**src/reset_cause_pkg.sv**
```systemverilog
/*
 * Constants for the reset control and reset-cause block: register offsets,
 * cause-flag positions, reset values, timing figures and state encodings.
 * Assumes a 32-bit APB bus on pclk at 125 MHz and a word-aligned register map.
 */
package reset_cause_pkg;

    // Register byte offsets on the APB bus.
    localparam logic [7:0] OFS_CAUSE  = 8'h00;  // Reset cause status, write = watchdog service.
    localparam logic [7:0] OFS_FORCE  = 8'h04;  // Debug force reset register, reads zero.
    localparam logic [7:0] OFS_CTRL   = 8'h08;  // Watchdog, undervoltage, stop and halt controls.
    localparam logic [7:0] OFS_STATE  = 8'h0c;  // Operating mode and line role.
    localparam logic [7:0] OFS_PORT   = 8'h10;  // Port direction and pull-up settings.

    // Cause flag positions.
    localparam int BIT_POWER_UP = 7;  // Power-up flag.
    localparam int BIT_EXTERNAL = 6;  // External reset line flag.
    localparam int BIT_WATCHDOG = 5;  // Watchdog flag.
    localparam int BIT_OPCODE   = 4;  // Bad opcode flag.
    localparam int BIT_ADDRESS  = 3;  // Bad address flag.
    localparam int BIT_UNDERV   = 1;  // Undervoltage flag.

    // Control register bit positions.
    localparam int CTL_WDOG_EN  = 0;  // Watchdog enable.
    localparam int CTL_UVR_EN   = 1;  // Undervoltage reset enable.
    localparam int CTL_STOP_OK  = 2;  // Stop allowed.
    localparam int CTL_HALT_OK  = 3;  // Halt opcode allowed.

    // Reset and special values.
    localparam logic [7:0] CAUSE_POR_VAL = 8'h82;  // Power-up and undervoltage set.
    localparam logic [3:0] CTRL_RST_VAL  = 4'h3;   // Watchdog and undervoltage reset on.
    localparam logic [7:0] SVC_FIRST     = 8'h55;  // First watchdog service byte.
    localparam logic [7:0] SVC_SECOND    = 8'haa;  // Second watchdog service byte.
    localparam logic [15:0] SP_RST_VAL   = 16'h00ff;  // Stack pointer after reset.

    // Timing.
    localparam int STRETCH_CYCLES = 66;  // Bus cycles the reset line is held low.
    localparam int DBG_BIT_CLKS   = 16;  // Debug clocks per serial bit time.

    // Reset sequencer states, one-hot.
    typedef enum logic [2:0] {
        ST_STRETCH = 3'b001,  // Driving the reset line low.
        ST_RELEASE = 3'b010,  // Waiting for the line to read high.
        ST_RUN     = 3'b100   // Normal running.
    } seq_state_type;

endpackage : reset_cause_pkg

```
**src/reset_cause_and_mode_select.sv**
```systemverilog
/*
 * Reset control, reset-cause recording and mode selection, with an APB
 * register slave. Assumes presetn is the power-on reset, pins and the
 * undervoltage comparator are asynchronous to pclk, and the CPU, decoder and
 * serial debug unit deliver one-cycle events on pclk.
 */
`timescale 1ns/1ps
`default_nettype none
module reset_cause_and_mode_select
    import reset_cause_pkg::*;
#(
    parameter int PORT_W        = 8,       // Number of general-purpose port pins.
    parameter int WDOG_TIMEOUT  = 262144   // Watchdog timeout in bus cycles.
) (
    input  wire logic              pclk,             // Bus clock.
    input  wire logic              presetn,          // Power-on reset, active low.
    input  wire logic              psel,             // APB select.
    input  wire logic              penable,          // APB access phase.
    input  wire logic              pwrite,           // APB direction.
    input  wire logic [7:0]        paddr,            // APB byte address.
    input  wire logic [31:0]       pwdata,           // APB write data.
    output logic [31:0]            prdata,           // APB read data.
    output logic                   pready,           // APB ready.
    output logic                   pslverr,          // APB error on unmapped address.
    input  wire logic              reset_line_in,    // External reset line level.
    output logic                   reset_line_out,   // Reset line drive value (low).
    output logic                   reset_line_oe,    // Reset line drive enable.
    input  wire logic              debug_mode_select_line, // Debug/mode line level.
    output logic                   line_is_mode_select,    // Line serves as mode input.
    output logic                   background_mode,  // Active background mode chosen.
    output logic                   dbg_bit_tick,     // End of a debug bit time.
    input  wire logic              undervoltage_trip,// Supply below trip level.
    input  wire logic              op_valid,         // Opcode executed this cycle.
    input  wire logic              op_unimpl,        // Opcode is unimplemented.
    input  wire logic              op_is_stop,       // Opcode is the stop instruction.
    input  wire logic              op_is_halt,       // Opcode is the halt opcode.
    input  wire logic              bad_addr_access,  // Access to unimplemented address.
    input  wire logic              dbg_write_force,  // Serial debug write of force bit.
    output logic                   sys_reset_n,      // Internal reset, active low.
    output logic                   sp_load,          // Load stack pointer, one cycle.
    output logic [15:0]            sp_value,         // Stack pointer load value.
    output logic [PORT_W-1:0]      port_out_en,      // Port output enables.
    output logic [PORT_W-1:0]      port_pullup_en,   // Port pull-up enables.
    input  wire logic              secure_on,        // Security enabled.
    input  wire logic              ram_req_debug,    // RAM request from debug access.
    input  wire logic              ram_req_nonsecure,// RAM request from non-secure code.
    input  wire logic              ram_req_other,    // RAM request from secure code.
    output logic                   ram_grant         // RAM access allowed.
);

    // ------------------------------------------------------------------
    // Elaboration checks and derived constants
    // ------------------------------------------------------------------
    // Refuse sizes that the port fields or the 24-bit watchdog counter cannot hold.
    if (PORT_W < 1 || PORT_W > 16) begin : g_bad_port_w
        $error("PORT_W must be 1 to 16.");
    end
    if (WDOG_TIMEOUT < 2 || WDOG_TIMEOUT > 16777215) begin : g_bad_wdog
        $error("WDOG_TIMEOUT must be 2 to 16777215.");
    end

    localparam logic [6:0]  STRETCH_LAST = 7'(STRETCH_CYCLES - 1);  // Last stretch count.
    localparam logic [3:0]  BIT_LAST     = 4'(DBG_BIT_CLKS - 1);    // Last bit clock.
    localparam logic [23:0] WDOG_LAST    = 24'(WDOG_TIMEOUT - 1);   // Last watchdog count.

    // ------------------------------------------------------------------
    // Input synchronisers
    // ------------------------------------------------------------------
    logic [2:0] sync1_ff;  // First stage, read only by the second.
    logic [2:0] sync2_ff;  // Second stage, safe to use.
    logic       pin_low;   // External reset line reads low.
    logic       mode_low;  // Mode line reads low.
    logic       uv_trip;   // Supply under trip level.

    // Two flops for each asynchronous level; line inputs idle high.
    always_ff @(posedge pclk or negedge presetn) begin
        if (!presetn) begin
            sync1_ff <= 3'h3;
            sync2_ff <= 3'h3;
        end else begin
            sync1_ff <= {undervoltage_trip, debug_mode_select_line, reset_line_in};
            sync2_ff <= sync1_ff;
        end
    end

    // Synced levels; the reset line and the mode line idle high on pull-ups.
    assign pin_low  = !sync2_ff[0];
    assign mode_low = !sync2_ff[1];
    assign uv_trip  = sync2_ff[2];

    // ------------------------------------------------------------------
    // Registers and reset sources
    // ------------------------------------------------------------------
    seq_state_type state_ff;        // Reset sequencer state.
    seq_state_type nxt_state;       // Next sequencer state.
    logic [6:0]    stretch_cnt_ff;  // Cycles spent driving the line.
    logic [7:0]    cause_ff;        // Reset cause status.
    logic [3:0]    ctrl_ff;         // Control bits.
    logic          mode_reset_ff;   // Current reset samples the mode line.
    logic          halt_opcode_ff;         // Background mode selected.
    logic          svc_armed_ff;    // First service byte seen.
    logic [23:0]   wdog_cnt_ff;     // Watchdog counter.
    logic [PORT_W-1:0] port_oe_ff;  // Port direction bits.
    logic [PORT_W-1:0] port_pu_ff;  // Port pull-up bits.
    logic          sp_load_ff;      // Stack pointer load pulse.
    logic [3:0]    bit_cnt_ff;      // Debug bit time counter.
    logic          running;         // Sequencer in normal run.
    logic          apb_wr;          // APB write completing.
    logic          cause_wr;        // Write to the cause address.
    logic          wdog_timeout;    // Watchdog expired.
    logic          wdog_bad_write;  // Illegal service byte.
    logic          wdog_src;        // Watchdog reset source.
    logic          opcode_src;      // Illegal opcode source.
    logic          addr_src;        // Illegal address source.
    logic          pin_src;         // External line source.
    logic          uv_src;          // Undervoltage source.
    logic          force_src;       // Debug force source.
    logic          reset_start;     // A new reset begins.

    assign running  = (state_ff == ST_RUN);
    assign apb_wr   = psel && penable && pwrite;
    assign cause_wr = apb_wr && (paddr == OFS_CAUSE);

    assign wdog_timeout   = ctrl_ff[CTL_WDOG_EN] && (wdog_cnt_ff == WDOG_LAST);
    assign wdog_bad_write = cause_wr && ctrl_ff[CTL_WDOG_EN]
                            && (pwdata[7:0] != SVC_FIRST)
                            && (pwdata[7:0] != SVC_SECOND);
    assign wdog_src   = running && (wdog_timeout || wdog_bad_write);
    assign opcode_src = running && op_valid
                        && (op_unimpl
                            || (op_is_stop && !ctrl_ff[CTL_STOP_OK])
                            || (op_is_halt && !ctrl_ff[CTL_HALT_OK]));
    assign addr_src   = running && bad_addr_access;
    assign pin_src    = running && pin_low;
    assign uv_src     = running && uv_trip && ctrl_ff[CTL_UVR_EN];
    assign force_src  = running && dbg_write_force;
    // Sources count only while running, so events during a reset are ignored.
    assign reset_start = wdog_src || opcode_src || addr_src || pin_src || uv_src || force_src;

    // ------------------------------------------------------------------
    // Reset sequencer
    // ------------------------------------------------------------------
    // Stretch for the full count, then wait for the line to read high.
    always_comb begin
        nxt_state = state_ff;
        case (state_ff)
            ST_STRETCH: begin
                if (stretch_cnt_ff == STRETCH_LAST) begin
                    nxt_state = ST_RELEASE;
                end
            end
            ST_RELEASE: begin
                if (!pin_low) begin
                    nxt_state = ST_RUN;
                end
            end
            ST_RUN: begin
                if (reset_start) begin
                    nxt_state = ST_STRETCH;
                end
            end
            default: begin
                nxt_state = ST_STRETCH;
            end
        endcase
    end

    // Power-on starts with a stretch so the line is pulled low too.
    always_ff @(posedge pclk or negedge presetn) begin
        if (!presetn) begin
            state_ff <= ST_STRETCH;
        end else begin
            state_ff <= nxt_state;
        end
    end

    // Counts the cycles that the reset line is driven low.
    always_ff @(posedge pclk or negedge presetn) begin
        if (!presetn) begin
            stretch_cnt_ff <= 7'h00;
        end else if (state_ff == ST_STRETCH) begin
            stretch_cnt_ff <= stretch_cnt_ff + 7'h01;
        end else begin
            stretch_cnt_ff <= 7'h00;
        end
    end

    // Drive the open-drain line low for the whole stretch of any reset.
    assign reset_line_out = 1'b0;
    assign reset_line_oe  = (state_ff == ST_STRETCH);
    assign sys_reset_n    = running;

    // ------------------------------------------------------------------
    // Reset cause status
    // ------------------------------------------------------------------
    // Loaded once at reset entry; bus writes never change it.
    always_ff @(posedge pclk or negedge presetn) begin
        if (!presetn) begin
            cause_ff <= CAUSE_POR_VAL;
        end else if (reset_start) begin
            // Undervoltage wins over any other source seen in the same cycle.
            if (uv_src) begin
                cause_ff <= 8'h00;
                cause_ff[BIT_POWER_UP] <= cause_ff[BIT_POWER_UP];
                cause_ff[BIT_UNDERV]   <= 1'b1;
            end else begin
                // Forced reset alone leaves every flag clear.
                cause_ff <= 8'h00;
                cause_ff[BIT_EXTERNAL] <= pin_src;
                cause_ff[BIT_WATCHDOG] <= wdog_src;
                cause_ff[BIT_OPCODE]   <= opcode_src;
                cause_ff[BIT_ADDRESS]  <= addr_src;
            end
        end
    end

    // ------------------------------------------------------------------
    // Mode selection
    // ------------------------------------------------------------------
    // Power-on resets, and forced resets with no other source in the same cycle, sample the mode line at release.
    always_ff @(posedge pclk or negedge presetn) begin
        if (!presetn) begin
            mode_reset_ff <= 1'b1;
        end else if (reset_start) begin
            mode_reset_ff <= force_src && !(pin_src || wdog_src || opcode_src
                                            || addr_src || uv_src);
        end else if (running) begin
            mode_reset_ff <= 1'b0;
        end
    end

    // Choose the mode at the rising edge of internal reset.
    // Other resets leave the line in its debug role and pick normal mode.
    always_ff @(posedge pclk or negedge presetn) begin
        if (!presetn) begin
            halt_opcode_ff <= 1'b0;
        end else if (nxt_state == ST_RUN && !running) begin
            if (mode_reset_ff) begin
                halt_opcode_ff <= mode_low;
            end else begin
                halt_opcode_ff <= 1'b0;
            end
        end
    end

    assign line_is_mode_select = mode_reset_ff && !running;
    assign background_mode     = halt_opcode_ff;

    // Paces debug serial bit times while the line serves debug.
    always_ff @(posedge pclk or negedge presetn) begin
        if (!presetn) begin
            bit_cnt_ff <= 4'h0;
        end else if (line_is_mode_select) begin
            bit_cnt_ff <= 4'h0;
        end else begin
            bit_cnt_ff <= bit_cnt_ff + 4'h1;
        end
    end

    assign dbg_bit_tick = (bit_cnt_ff == BIT_LAST) && !line_is_mode_select;

    // ------------------------------------------------------------------
    // Watchdog
    // ------------------------------------------------------------------
    // Remembers that the first service byte arrived.
    // Any other byte disarms it, so the second byte alone never restarts.
    always_ff @(posedge pclk or negedge presetn) begin
        if (!presetn) begin
            svc_armed_ff <= 1'b0;
        end else if (!running) begin
            svc_armed_ff <= 1'b0;
        end else if (cause_wr) begin
            svc_armed_ff <= (pwdata[7:0] == SVC_FIRST);
        end
    end

    // Counts toward timeout; a full service sequence restarts it.
    always_ff @(posedge pclk or negedge presetn) begin
        if (!presetn) begin
            wdog_cnt_ff <= 24'h000000;
        end else if (!running || !ctrl_ff[CTL_WDOG_EN]) begin
            wdog_cnt_ff <= 24'h000000;
        end else if (cause_wr && svc_armed_ff && pwdata[7:0] == SVC_SECOND) begin
            wdog_cnt_ff <= 24'h000000;
        end else if (wdog_cnt_ff != WDOG_LAST) begin
            wdog_cnt_ff <= wdog_cnt_ff + 24'h000001;
        end
    end

    // ------------------------------------------------------------------
    // Control, ports and stack pointer
    // ------------------------------------------------------------------
    // Control bits return to defaults on every reset.
    always_ff @(posedge pclk or negedge presetn) begin
        if (!presetn) begin
            ctrl_ff <= CTRL_RST_VAL;
        end else if (!running) begin
            ctrl_ff <= CTRL_RST_VAL;
        end else if (apb_wr && paddr == OFS_CTRL) begin
            ctrl_ff <= pwdata[3:0];
        end
    end

    // Ports are inputs with pull-ups off during and after any reset.
    always_ff @(posedge pclk or negedge presetn) begin
        if (!presetn) begin
            port_oe_ff <= '0;
            port_pu_ff <= '0;
        end else if (!running) begin
            port_oe_ff <= '0;
            port_pu_ff <= '0;
        end else if (apb_wr && paddr == OFS_PORT) begin
            port_oe_ff <= pwdata[PORT_W-1:0];
            port_pu_ff <= pwdata[PORT_W+15:16];
        end
    end

    assign port_out_en    = port_oe_ff;
    assign port_pullup_en = port_pu_ff;

    // One-cycle stack pointer load as internal reset releases.
    always_ff @(posedge pclk or negedge presetn) begin
        if (!presetn) begin
            sp_load_ff <= 1'b0;
        end else begin
            sp_load_ff <= (nxt_state == ST_RUN) && !running;
        end
    end

    assign sp_load  = sp_load_ff;
    // The load value is fixed; software may move the pointer later.
    assign sp_value = SP_RST_VAL;

    // ------------------------------------------------------------------
    // RAM access gate
    // ------------------------------------------------------------------
    // Reset never clears RAM; this gate only withholds secure access.
    // It holds no state, so RAM contents survive every reset untouched.
    assign ram_grant = (ram_req_debug || ram_req_nonsecure || ram_req_other)
                       && !(secure_on && (ram_req_debug || ram_req_nonsecure));

    // ------------------------------------------------------------------
    // APB read and response
    // ------------------------------------------------------------------
    // Zero-wait slave; unmapped offsets answer with an error.
    // Reads have no side effects, so a repeated read is harmless.
    always_comb begin
        prdata  = 32'h00000000;
        pslverr = 1'b0;
        case (paddr)
            OFS_CAUSE: begin
                prdata[7:0] = cause_ff & 8'hfa;
            end
            OFS_FORCE: begin
                prdata = 32'h00000000;
            end
            OFS_CTRL: begin
                prdata[3:0] = ctrl_ff;
            end
            OFS_STATE: begin
                prdata[1:0] = {line_is_mode_select, halt_opcode_ff};
            end
            OFS_PORT: begin
                prdata[PORT_W-1:0]     = port_oe_ff;
                prdata[PORT_W+15:16]   = port_pu_ff;
            end
            default: begin
                pslverr = psel && penable;
            end
        endcase
    end

    assign pready = 1'b1;

endmodule : reset_cause_and_mode_select
`default_nettype wire

```
**config.mk**
```make
export PLATFORM = sky130hd
export DESIGN_NAME = reset_cause_and_mode_select
export DESIGN_NICKNAME = d
export VERILOG_FILES = /design/src/reset_cause_pkg.sv /design/src/reset_cause_and_mode_select.sv
export SDC_FILE = /design/constraint.sdc
export NUM_CORES = 1
export LEC_CHECK = 0
export ABC_AREA = 1
export ABC_CLOCK_PERIOD_IN_PS = 3700
export BUFFER_PORTS_ARGS = -buffer_cell sky130_fd_sc_hd__buf_4
export CELL_PAD_IN_SITES_DETAIL_PLACEMENT = 2
export CELL_PAD_IN_SITES_GLOBAL_PLACEMENT = 2
export CORE_MARGIN = 3
export CORE_UTILIZATION = 31
export DETAILED_ROUTE_END_ITERATION = 6
export GPL_ROUTABILITY_DRIVEN = 0
export GPL_TIMING_DRIVEN = 0
export PLACE_DENSITY = 0.9
export SETUP_SLACK_MARGIN = 0.15
export SKIP_LAST_GASP = 1
export SLEW_MARGIN = 30
export SYNTH_ARGS = -nofsm -noshare
export SYNTH_HDL_FRONTEND = slang
export SYNTH_SLANG_ARGS = --single-unit
export TNS_END_PERCENT = 50
```
**constraint.sdc**
```tcl
create_clock -name pclk -period 3.7 [get_ports pclk]
set_input_delay 0.74 -clock pclk [delete_from_list [all_inputs] [get_ports pclk]]
set_output_delay 0.74 -clock pclk [all_outputs]
set_load 0.02 [all_outputs]
```
==> run_results.csv, run 1 <==
group,metric,value,unit
clock_tree,holdBufCountCts,0,
global_route,grt_max_degree,75,
floorplan,start_util,0.324,
global_route,grt_pass1_wl,22100,um
synthesis,avgSynthCellArea,8.26,sq um
pwr,swShare,0.254,
setup_path,startpoint_type,"input pin",
setup_path,end_kind,"primary output",
floorplan,die_height,122,um
sta,finalSetupViolCount,0,
synthesis,synth_flop_cell,"dfrtp_1",
clock_tree,cts_max_level,3,
setup_path,r2r_slack,1.87,ns
clock_tree,clk_path_buf_depth,2,
synthesis,yosysTopAreaCell,"dfrtp_1",
flow_run,cap_violations,0,
detailed_routing,first_pass_iters,4,
sta,finalHoldViolCount,0,
min_path,min_path_cells,0,
detailed_routing,routed-via-count,3833,
cells_and_area,layout.nets,691,
detailed_routing,drtAntennaViolNets,0,
run_status,status,"complete, no violations",
synthesis,synth_area_leaders,"dfrtp_1 38%, inv_1 6.7%, dfstp_2 6.3%",
placement,hpwl,10700,um
setup_path,timing.rr.end,"cause_ff[4]$_DFFE_PN0P_",
setup_path,reg2reg_from,"wdog_cnt_ff[0]$_DFFE_PN0P_",
clock_tree,cts_buffers,9,
floorplan,die_w,122,um
synthesis,yosys_warnings,0,
setup_path,cp_max_fo,10,
synthesis,syn-cell-area,4170,sq um
sta,relSlewSlack,0.519,
global_route,gr-usage-all-layers,0.190,
synthesis,yosysSeqAreaShare,0.447,
sta,slew_violations,0,
pwr,leakagePower,2.69,nW
pwr,power_switching,0.452,mW
clock_tree,cts_setup_buffers,0,
setup_path,worstSetupPathType,"input pin to primary output",
min_path,holdPathEnd,"sync2_ff[2]$_DFF_PN0_",
synthesis,ys_seq_elements,74,
sta,fin_crit,2.85,ns
detailed_routing,wl_per_cell,16.8,um
clock_tree,path_clk_slew,0.06,ns
global_route,grt_antenna_before_repair,0,
floorplan,core_region_area,12900,sq um
setup_path,crit_arrival,2.11,ns
sta,worst_pin_slew,0.721,ns
min_path,worst_hold_startpoint,"sync1_ff[2]$_DFF_PN0_",
cells_and_area,final_cell_area,5400,sq um
pwr,power.internal,1.33,mW
sta,clock_skew,0.00871,ns
floorplan,die-area,14900,sq um
detailed_routing,drt_iter0_markers,127,
synthesis,synth_top_area_share,0.384,
placement,place_area,5120,sq um
detailed_routing,drc,0,
setup_path,ff2ff_path_depth,10,
pwr,combPwrFrac,0.077,
placement,io_buffers,81,
cells_and_area,drive_above_1_share,0.303,
pwr,seqPwrFrac,0.457,
global_route,gr-total-overflow,0,
min_path,hp-class,"flip-flop to flip-flop",
cells_and_area,area_delta_synth_final,29.4,%
sta,fin_setup_tns,0,ns
global_route,grt_pass1_vias,4346,
setup_path,cp_data_required_time,2.96,ns
synthesis,async_flop_share,1.00,
floorplan,ioPinCount,132,
cells_and_area,antenna_cells,0,
pwr,power_density,331,nW/um^2
synthesis,synth_cell_types,43,
sta,min_period_over_period,0.770,
floorplan,row_count,41,
clock_tree,post_cts_resize_count,0,
detailed_routing,wirelength,13600,um
pwr,clock_power_share,0.466,
clock_tree,cts_tree,"yes",
sta,rsz0062_at_grt,"no",
clock_tree,cts_root_buffer,"clkbuf_16",
placement,placed_cells,790,
clock_tree,clk-insertion-delay-late,0.35,ns
pwr,ir_drop,0.167,mV
synthesis,synthCells,505,
cells_and_area,fillCellCount,1459,
synthesis,synth_edf_count,0,
detailed_routing,viasPerCell,4.76,
cells_and_area,final_cell_count_no_fill,806,
sta,max_freq,351,MHz
clock_tree,cts_sinks,74,
==> power groups by stage <==
| stage | Combinational (mW) | Clock (mW) | Sequential [mW] |
|---|---|---|---|
| 2_1_floorplan | 0.0738 | 0 | 0.830 |
| 3_3_place_gp | 0.133 | 0 | 0.830 |
| 3_5_place_dp | 0.136 | 0 | 0.830 |
| 4_1_cts | 0.137 | 0.854 | 0.816 |
| 5_1_grt | 0.152 | 0.887 | 0.816 |
| 6_report | 0.138 | 0.831 | 0.816 |
==> critical path, stage by stage <==
cell and delay (ns):
buf_4 0.12, nor2_4 0.15, nand2_2 0.11, nor2_2 0.15, nand2_2 0.16, buf_1 0.29, o22ai_1 0.20, buf_4 0.18
==> registers in the layout (all words and copies together), names as in the netlist <==
| name | count |
|---|---|
| ctrl_ff | 4 |
| svc_armed_ff | 1 |
| background_mode | 1 |
| port_out_en | 8 |
| cause_ff | 6 |
| sync1_ff | 3 |
| sp_load | 1 |
| stretch_cnt_ff | 7 |
| bit_cnt_ff | 4 |
| state_ff | 3 |
| sync2_ff | 3 |
| wdog_cnt_ff | 24 |
| port_pullup_en | 8 |
| mode_reset_ff | 1 |
==> per-stage QoR <==
step,util,hold slack [ns],worst slack (ns),power [mW]
2_1_floorplan,-,0.331,1.22,0.904
5_1_grt,0.419,0.364,0.728,1.85
6_report,0.419,0.348,0.851,1.78
3_5_place_dp,0.397,0.336,0.850,0.967
3_3_place_gp,0.397,0.338,0.929,0.963
4_1_cts,0.419,0.351,0.841,1.81
==> final cells by class <==
type / instances / area (sq um) / share of cell area
Clock buffer: 9 / 225 / 0.0417
Tap cell: 172 / 215 / 0.0399
Buffer: 40 / 290 / 0.0538
Multi-Input combinational cell: 345 / 1840 / 0.341
Timing Repair Buffer: 81 / 612 / 0.113
Clock inverter: 7 / 52.6 / 0.00974
Sequential cell: 74 / 1860 / 0.345
Inverter: 78 / 295 / 0.0547
==> layout by cell type, fill, tap and decap left out, drive strengths merged <==
cell / instances
nand2: 76
clkinv: 4
inv: 80
nor4: 3
o221ai: 3
o21ai: 30
a211oi: 1
o211a: 2
o22ai: 11
dfrtp: 64
nor2: 79
xor2: 2
a21oi: 18
nand3: 32
a31oi: 1
conb: 34
xnor2: 3
clkinvlp: 1
or2: 6
clkbuf: 9
nand4: 20
a22oi: 2
buf: 121
o21a: 1
nor3: 16
ha: 4
nand3b: 1
dfstp: 10
==> cells by family after synthesis <==
family | synth area share
other cells | 0.00180
compound gates | 0.0987
buf+inv | 0.140
xor+xnor | 0.0105
simple gates | 0.290
fa+ha+maj | 0.0120
flops | 0.447
==> synth_stat cells (7+ instances only) <==
library cell / instances
o22ai_1: 11
a21oi_1: 15
nand3_1: 26
nand4_1: 19
nor3_1: 11
dfstp_2: 10
nor2_1: 68
dfrtp_1: 64
buf_4: 34
nand2_2: 7
o21ai_0: 19
inv_1: 75
o21ai_1: 10
nand2_1: 67
==> per-layer routing <==
metal | global-route usage | vias up | share of wire
li1 | - | 1817 | -
met1 | 0.211 | 1903 | 0.39
met2 | 0.354 | 94 | 0.54
met3 | 0.0478 | 19 | 0.054
met4 | 0.0595 | 0 | 0.016
met5 | 0 | - | 0
==> how the worst max path moves through the flow <==
stage               startpoint   endpoint  slack, ns  cells after the start
floorplan             paddr[1]  prdata[4]       1.22                      6
global placement      paddr[1]  prdata[4]       0.93                      8
detailed placement    paddr[1]  prdata[7]       0.85                      8
CTS                   paddr[1]  prdata[7]       0.84                      8
global route          paddr[7]  prdata[1]       0.73                      9
finish                paddr[1]  prdata[7]       0.85                      8
(Power assumes the default switching activity.)
==> run 2: changes to the inputs <==
--- a/config.mk
+++ b/config.mk
@@ -6,16 +6,16 @@
 export NUM_CORES = 1
 export LEC_CHECK = 0
 export ABC_AREA = 1
-export ABC_CLOCK_PERIOD_IN_PS = 3700
+export ABC_CLOCK_PERIOD_IN_PS = 2600
 export BUFFER_PORTS_ARGS = -buffer_cell sky130_fd_sc_hd__buf_4
 export CELL_PAD_IN_SITES_DETAIL_PLACEMENT = 2
 export CELL_PAD_IN_SITES_GLOBAL_PLACEMENT = 2
 export CORE_MARGIN = 3
-export CORE_UTILIZATION = 31
+export CORE_UTILIZATION = 26
 export DETAILED_ROUTE_END_ITERATION = 6
 export GPL_ROUTABILITY_DRIVEN = 0
 export GPL_TIMING_DRIVEN = 0
-export PLACE_DENSITY = 0.9
+export PLACE_DENSITY = 0.81
 export SETUP_SLACK_MARGIN = 0.15
 export SKIP_LAST_GASP = 1
 export SLEW_MARGIN = 30
==> constraint.sdc (replaced) <==
create_clock -name pclk -period 2.6 [get_ports pclk]
set_input_delay 0.52 -clock pclk [delete_from_list [all_inputs] [get_ports pclk]]
set_output_delay 0.52 -clock pclk [all_outputs]
set_load 0.02 [all_outputs]
==> run 2 against run 1 <==
Effect of this change: critical path depth fell by 4; sequential cell count did not move; combinational power grew 42%; cell count rose by 4.8%; register-to-register slack lost 1.1 ns; sequential power grew 42%; clock skew is essentially flat; die area increased by 18%; routed wire length shrank 2.3%; count of clock-buffer cells in the layout grew 2; clock power rose by 46%; non-clock buffer count stayed put; critical endpoint is now sys_reset_n; largest cell class unchanged.
==> run_results.csv, run 2 (same netlist as run 1, synthesis figures left out) <==
group,metric,value,unit
sta,min_period_over_period,0.904,
detailed_routing,drtAntennaViolNets,0,
clock_tree,cts_buffers,9,
sta,slew_violations,0,
sta,rsz0062_at_grt,"yes",
flow_run,cap_violations,0,
cells_and_area,final_common_cell,"buf_4",
setup_path,crit_arrival,1.83,ns
sta,clock_skew,0.00847,ns
clock_tree,path_clk_slew,0.06,ns
floorplan,ioPinCount,132,
run_status,status,"complete, no violations",
clock_tree,cts_max_level,3,
floorplan,die_height,133,um
setup_path,cp_data_required_time,2.08,ns
cells_and_area,layout.nets,691,
pwr,leakagePower,2.70,nW
pwr,ir_drop,0.207,mV
detailed_routing,first_pass_iters,4,
clock_tree,cts_tree,"yes",
cells_and_area,fillCellCount,1830,
sta,worst_pin_slew,0.737,ns
cells_and_area,drive_above_1_share,0.308,
sta,finalHoldViolCount,0,
cells_and_area,largest_reg_flops,24,
detailed_routing,drc,0,
detailed_routing,wl_per_cell,15.7,um
cells_and_area,final_util,0.355,
sta,fin_setup_tns,0,ns
global_route,gr-total-overflow,0,
detailed_routing,wirelength,13200,um
sta,max_freq,425,MHz
cells_and_area,final_cell_mix,"114 x buf_4, 75 x inv_1, 68 x nor2_1",
sta,whs,0.183,ns
sta,finalSetupViolCount,0,
cells_and_area,antenna_cells,0,
pwr,power_density,470,nW/um^2
detailed_routing,drt_iter0_markers,156,
detailed_routing,routed-via-count,3801,
placement,dp_slack,0.209,ns
global_route,grt_pass1_vias,4279,
detailed_routing,viasPerCell,4.50,
setup_path,startpoint_type,"flip-flop",
sta,setup_slack,0.248,ns
clock_tree,cts_root_buffer,"clkbuf_16",
floorplan,die-area,17600,sq um
setup_path,worstSetupPathType,"flip-flop to primary output",
clock_tree,clk_path_buf_depth,2,
floorplan,die_w,133,um
global_route,grt_max_degree,75,
placement,hpwl,10400,um
cells_and_area,area_delta_synth_final,31.1,%
cells_and_area,top_register,"wdog_cnt_ff",
placement,io_buffers,81,
min_path,hp-class,"input pin to async pin",
global_route,grt_antenna_before_repair,0,
clock_tree,cts_setup_buffers,0,
sta,relSlewSlack,0.509,
global_route,gr-usage-all-layers,0.153,
setup_path,cp_max_fo,10,
floorplan,core_region_area,15400,sq um
floorplan,start_util,0.270,
pwr,total_power,2.57,mW
global_route,grt_pass1_wl,21700,um
sta,fin_crit,2.35,ns
clock_tree,cts_sinks,74,
setup_path,end_kind,"primary output",
clock_tree,clk-insertion-delay-late,0.34,ns
floorplan,row_count,45,
[run 2: cell types whose count changed in the layout (fill, tap and decap cells not counted), sizes merged]
cell and delta:
clkbuf +3, inv -2, buf -1
[run 2: per-stage QoR]
stage / cell area [sq um] / cells
2_1_floorplan: 4290 / 537
3_3_place_gp: 5160 / 829
3_5_place_dp: 5160 / 829
4_1_cts: 5460 / 845
5_1_grt: 5470 / 845
6_report: 5470 / 845
[run 2: final timing paths]
check                           slack [ns]                          end  depth (start not counted)                        from
worst max-delay path                  0.25                  sys_reset_n                          4       state_ff[1]$_DFF_PN0_
min in group pclk                     0.29        sync1_ff[0]$_DFF_PN1_                          1               reset_line_in
worst min register to register        0.35        sync2_ff[1]$_DFF_PN1_                          0       sync1_ff[1]$_DFF_PN1_
worst max register to register        0.79        state_ff[2]$_DFF_PN0_                         10  wdog_cnt_ff[0]$_DFFE_PN0P_
worst min-delay path                  0.18  wdog_cnt_ff[22]$_DFFE_PN0P_                          1                     presetn
max in group asynchronous             1.88   port_out_en[6]$_DFFE_PN0P_                          1                     presetn
[run 2: power breakdown]
group          switching (mW)  internal [mW]
clock network           0.511          0.702
registers             0.00156           1.16
logic                   0.112         0.0838
[run 2: worst max-delay path, stage by stage (launching register included)]
cell	delay, ns
dfrtp_1	0.41
nor3_2	0.28
buf_2	0.30
buf_2	0.30
buf_4	0.20
[run 2: what timing repair did]
item                       in CTS  in global routing
gates resized for setup         1                  2
setup endpoints to repair       1                  6
hold buffers                    0                  0
[run 2: final cells by class]
cell class | instances | area [sq um] | area share
buffer | 40 | 292 | 0.0533
multi-input combinational | 345 | 1850 | 0.339
inverter | 78 | 295 | 0.0540
clock buffer | 11 | 253 | 0.0462
tap | 211 | 264 | 0.0483
sequential | 74 | 1860 | 0.341
timing repair buffer | 81 | 612 | 0.112
clock inverter | 5 | 38.8 | 0.00709
[run 2: metal layers]
metal  vias to the layer above  routed length (um)  track usage
met5                         -                   0            0
met2                        91                6750        0.272
met1                      1873                5650        0.181
met4                         0                 246       0.0531
met3                        19                 596       0.0369
li1                       1818                   -            -
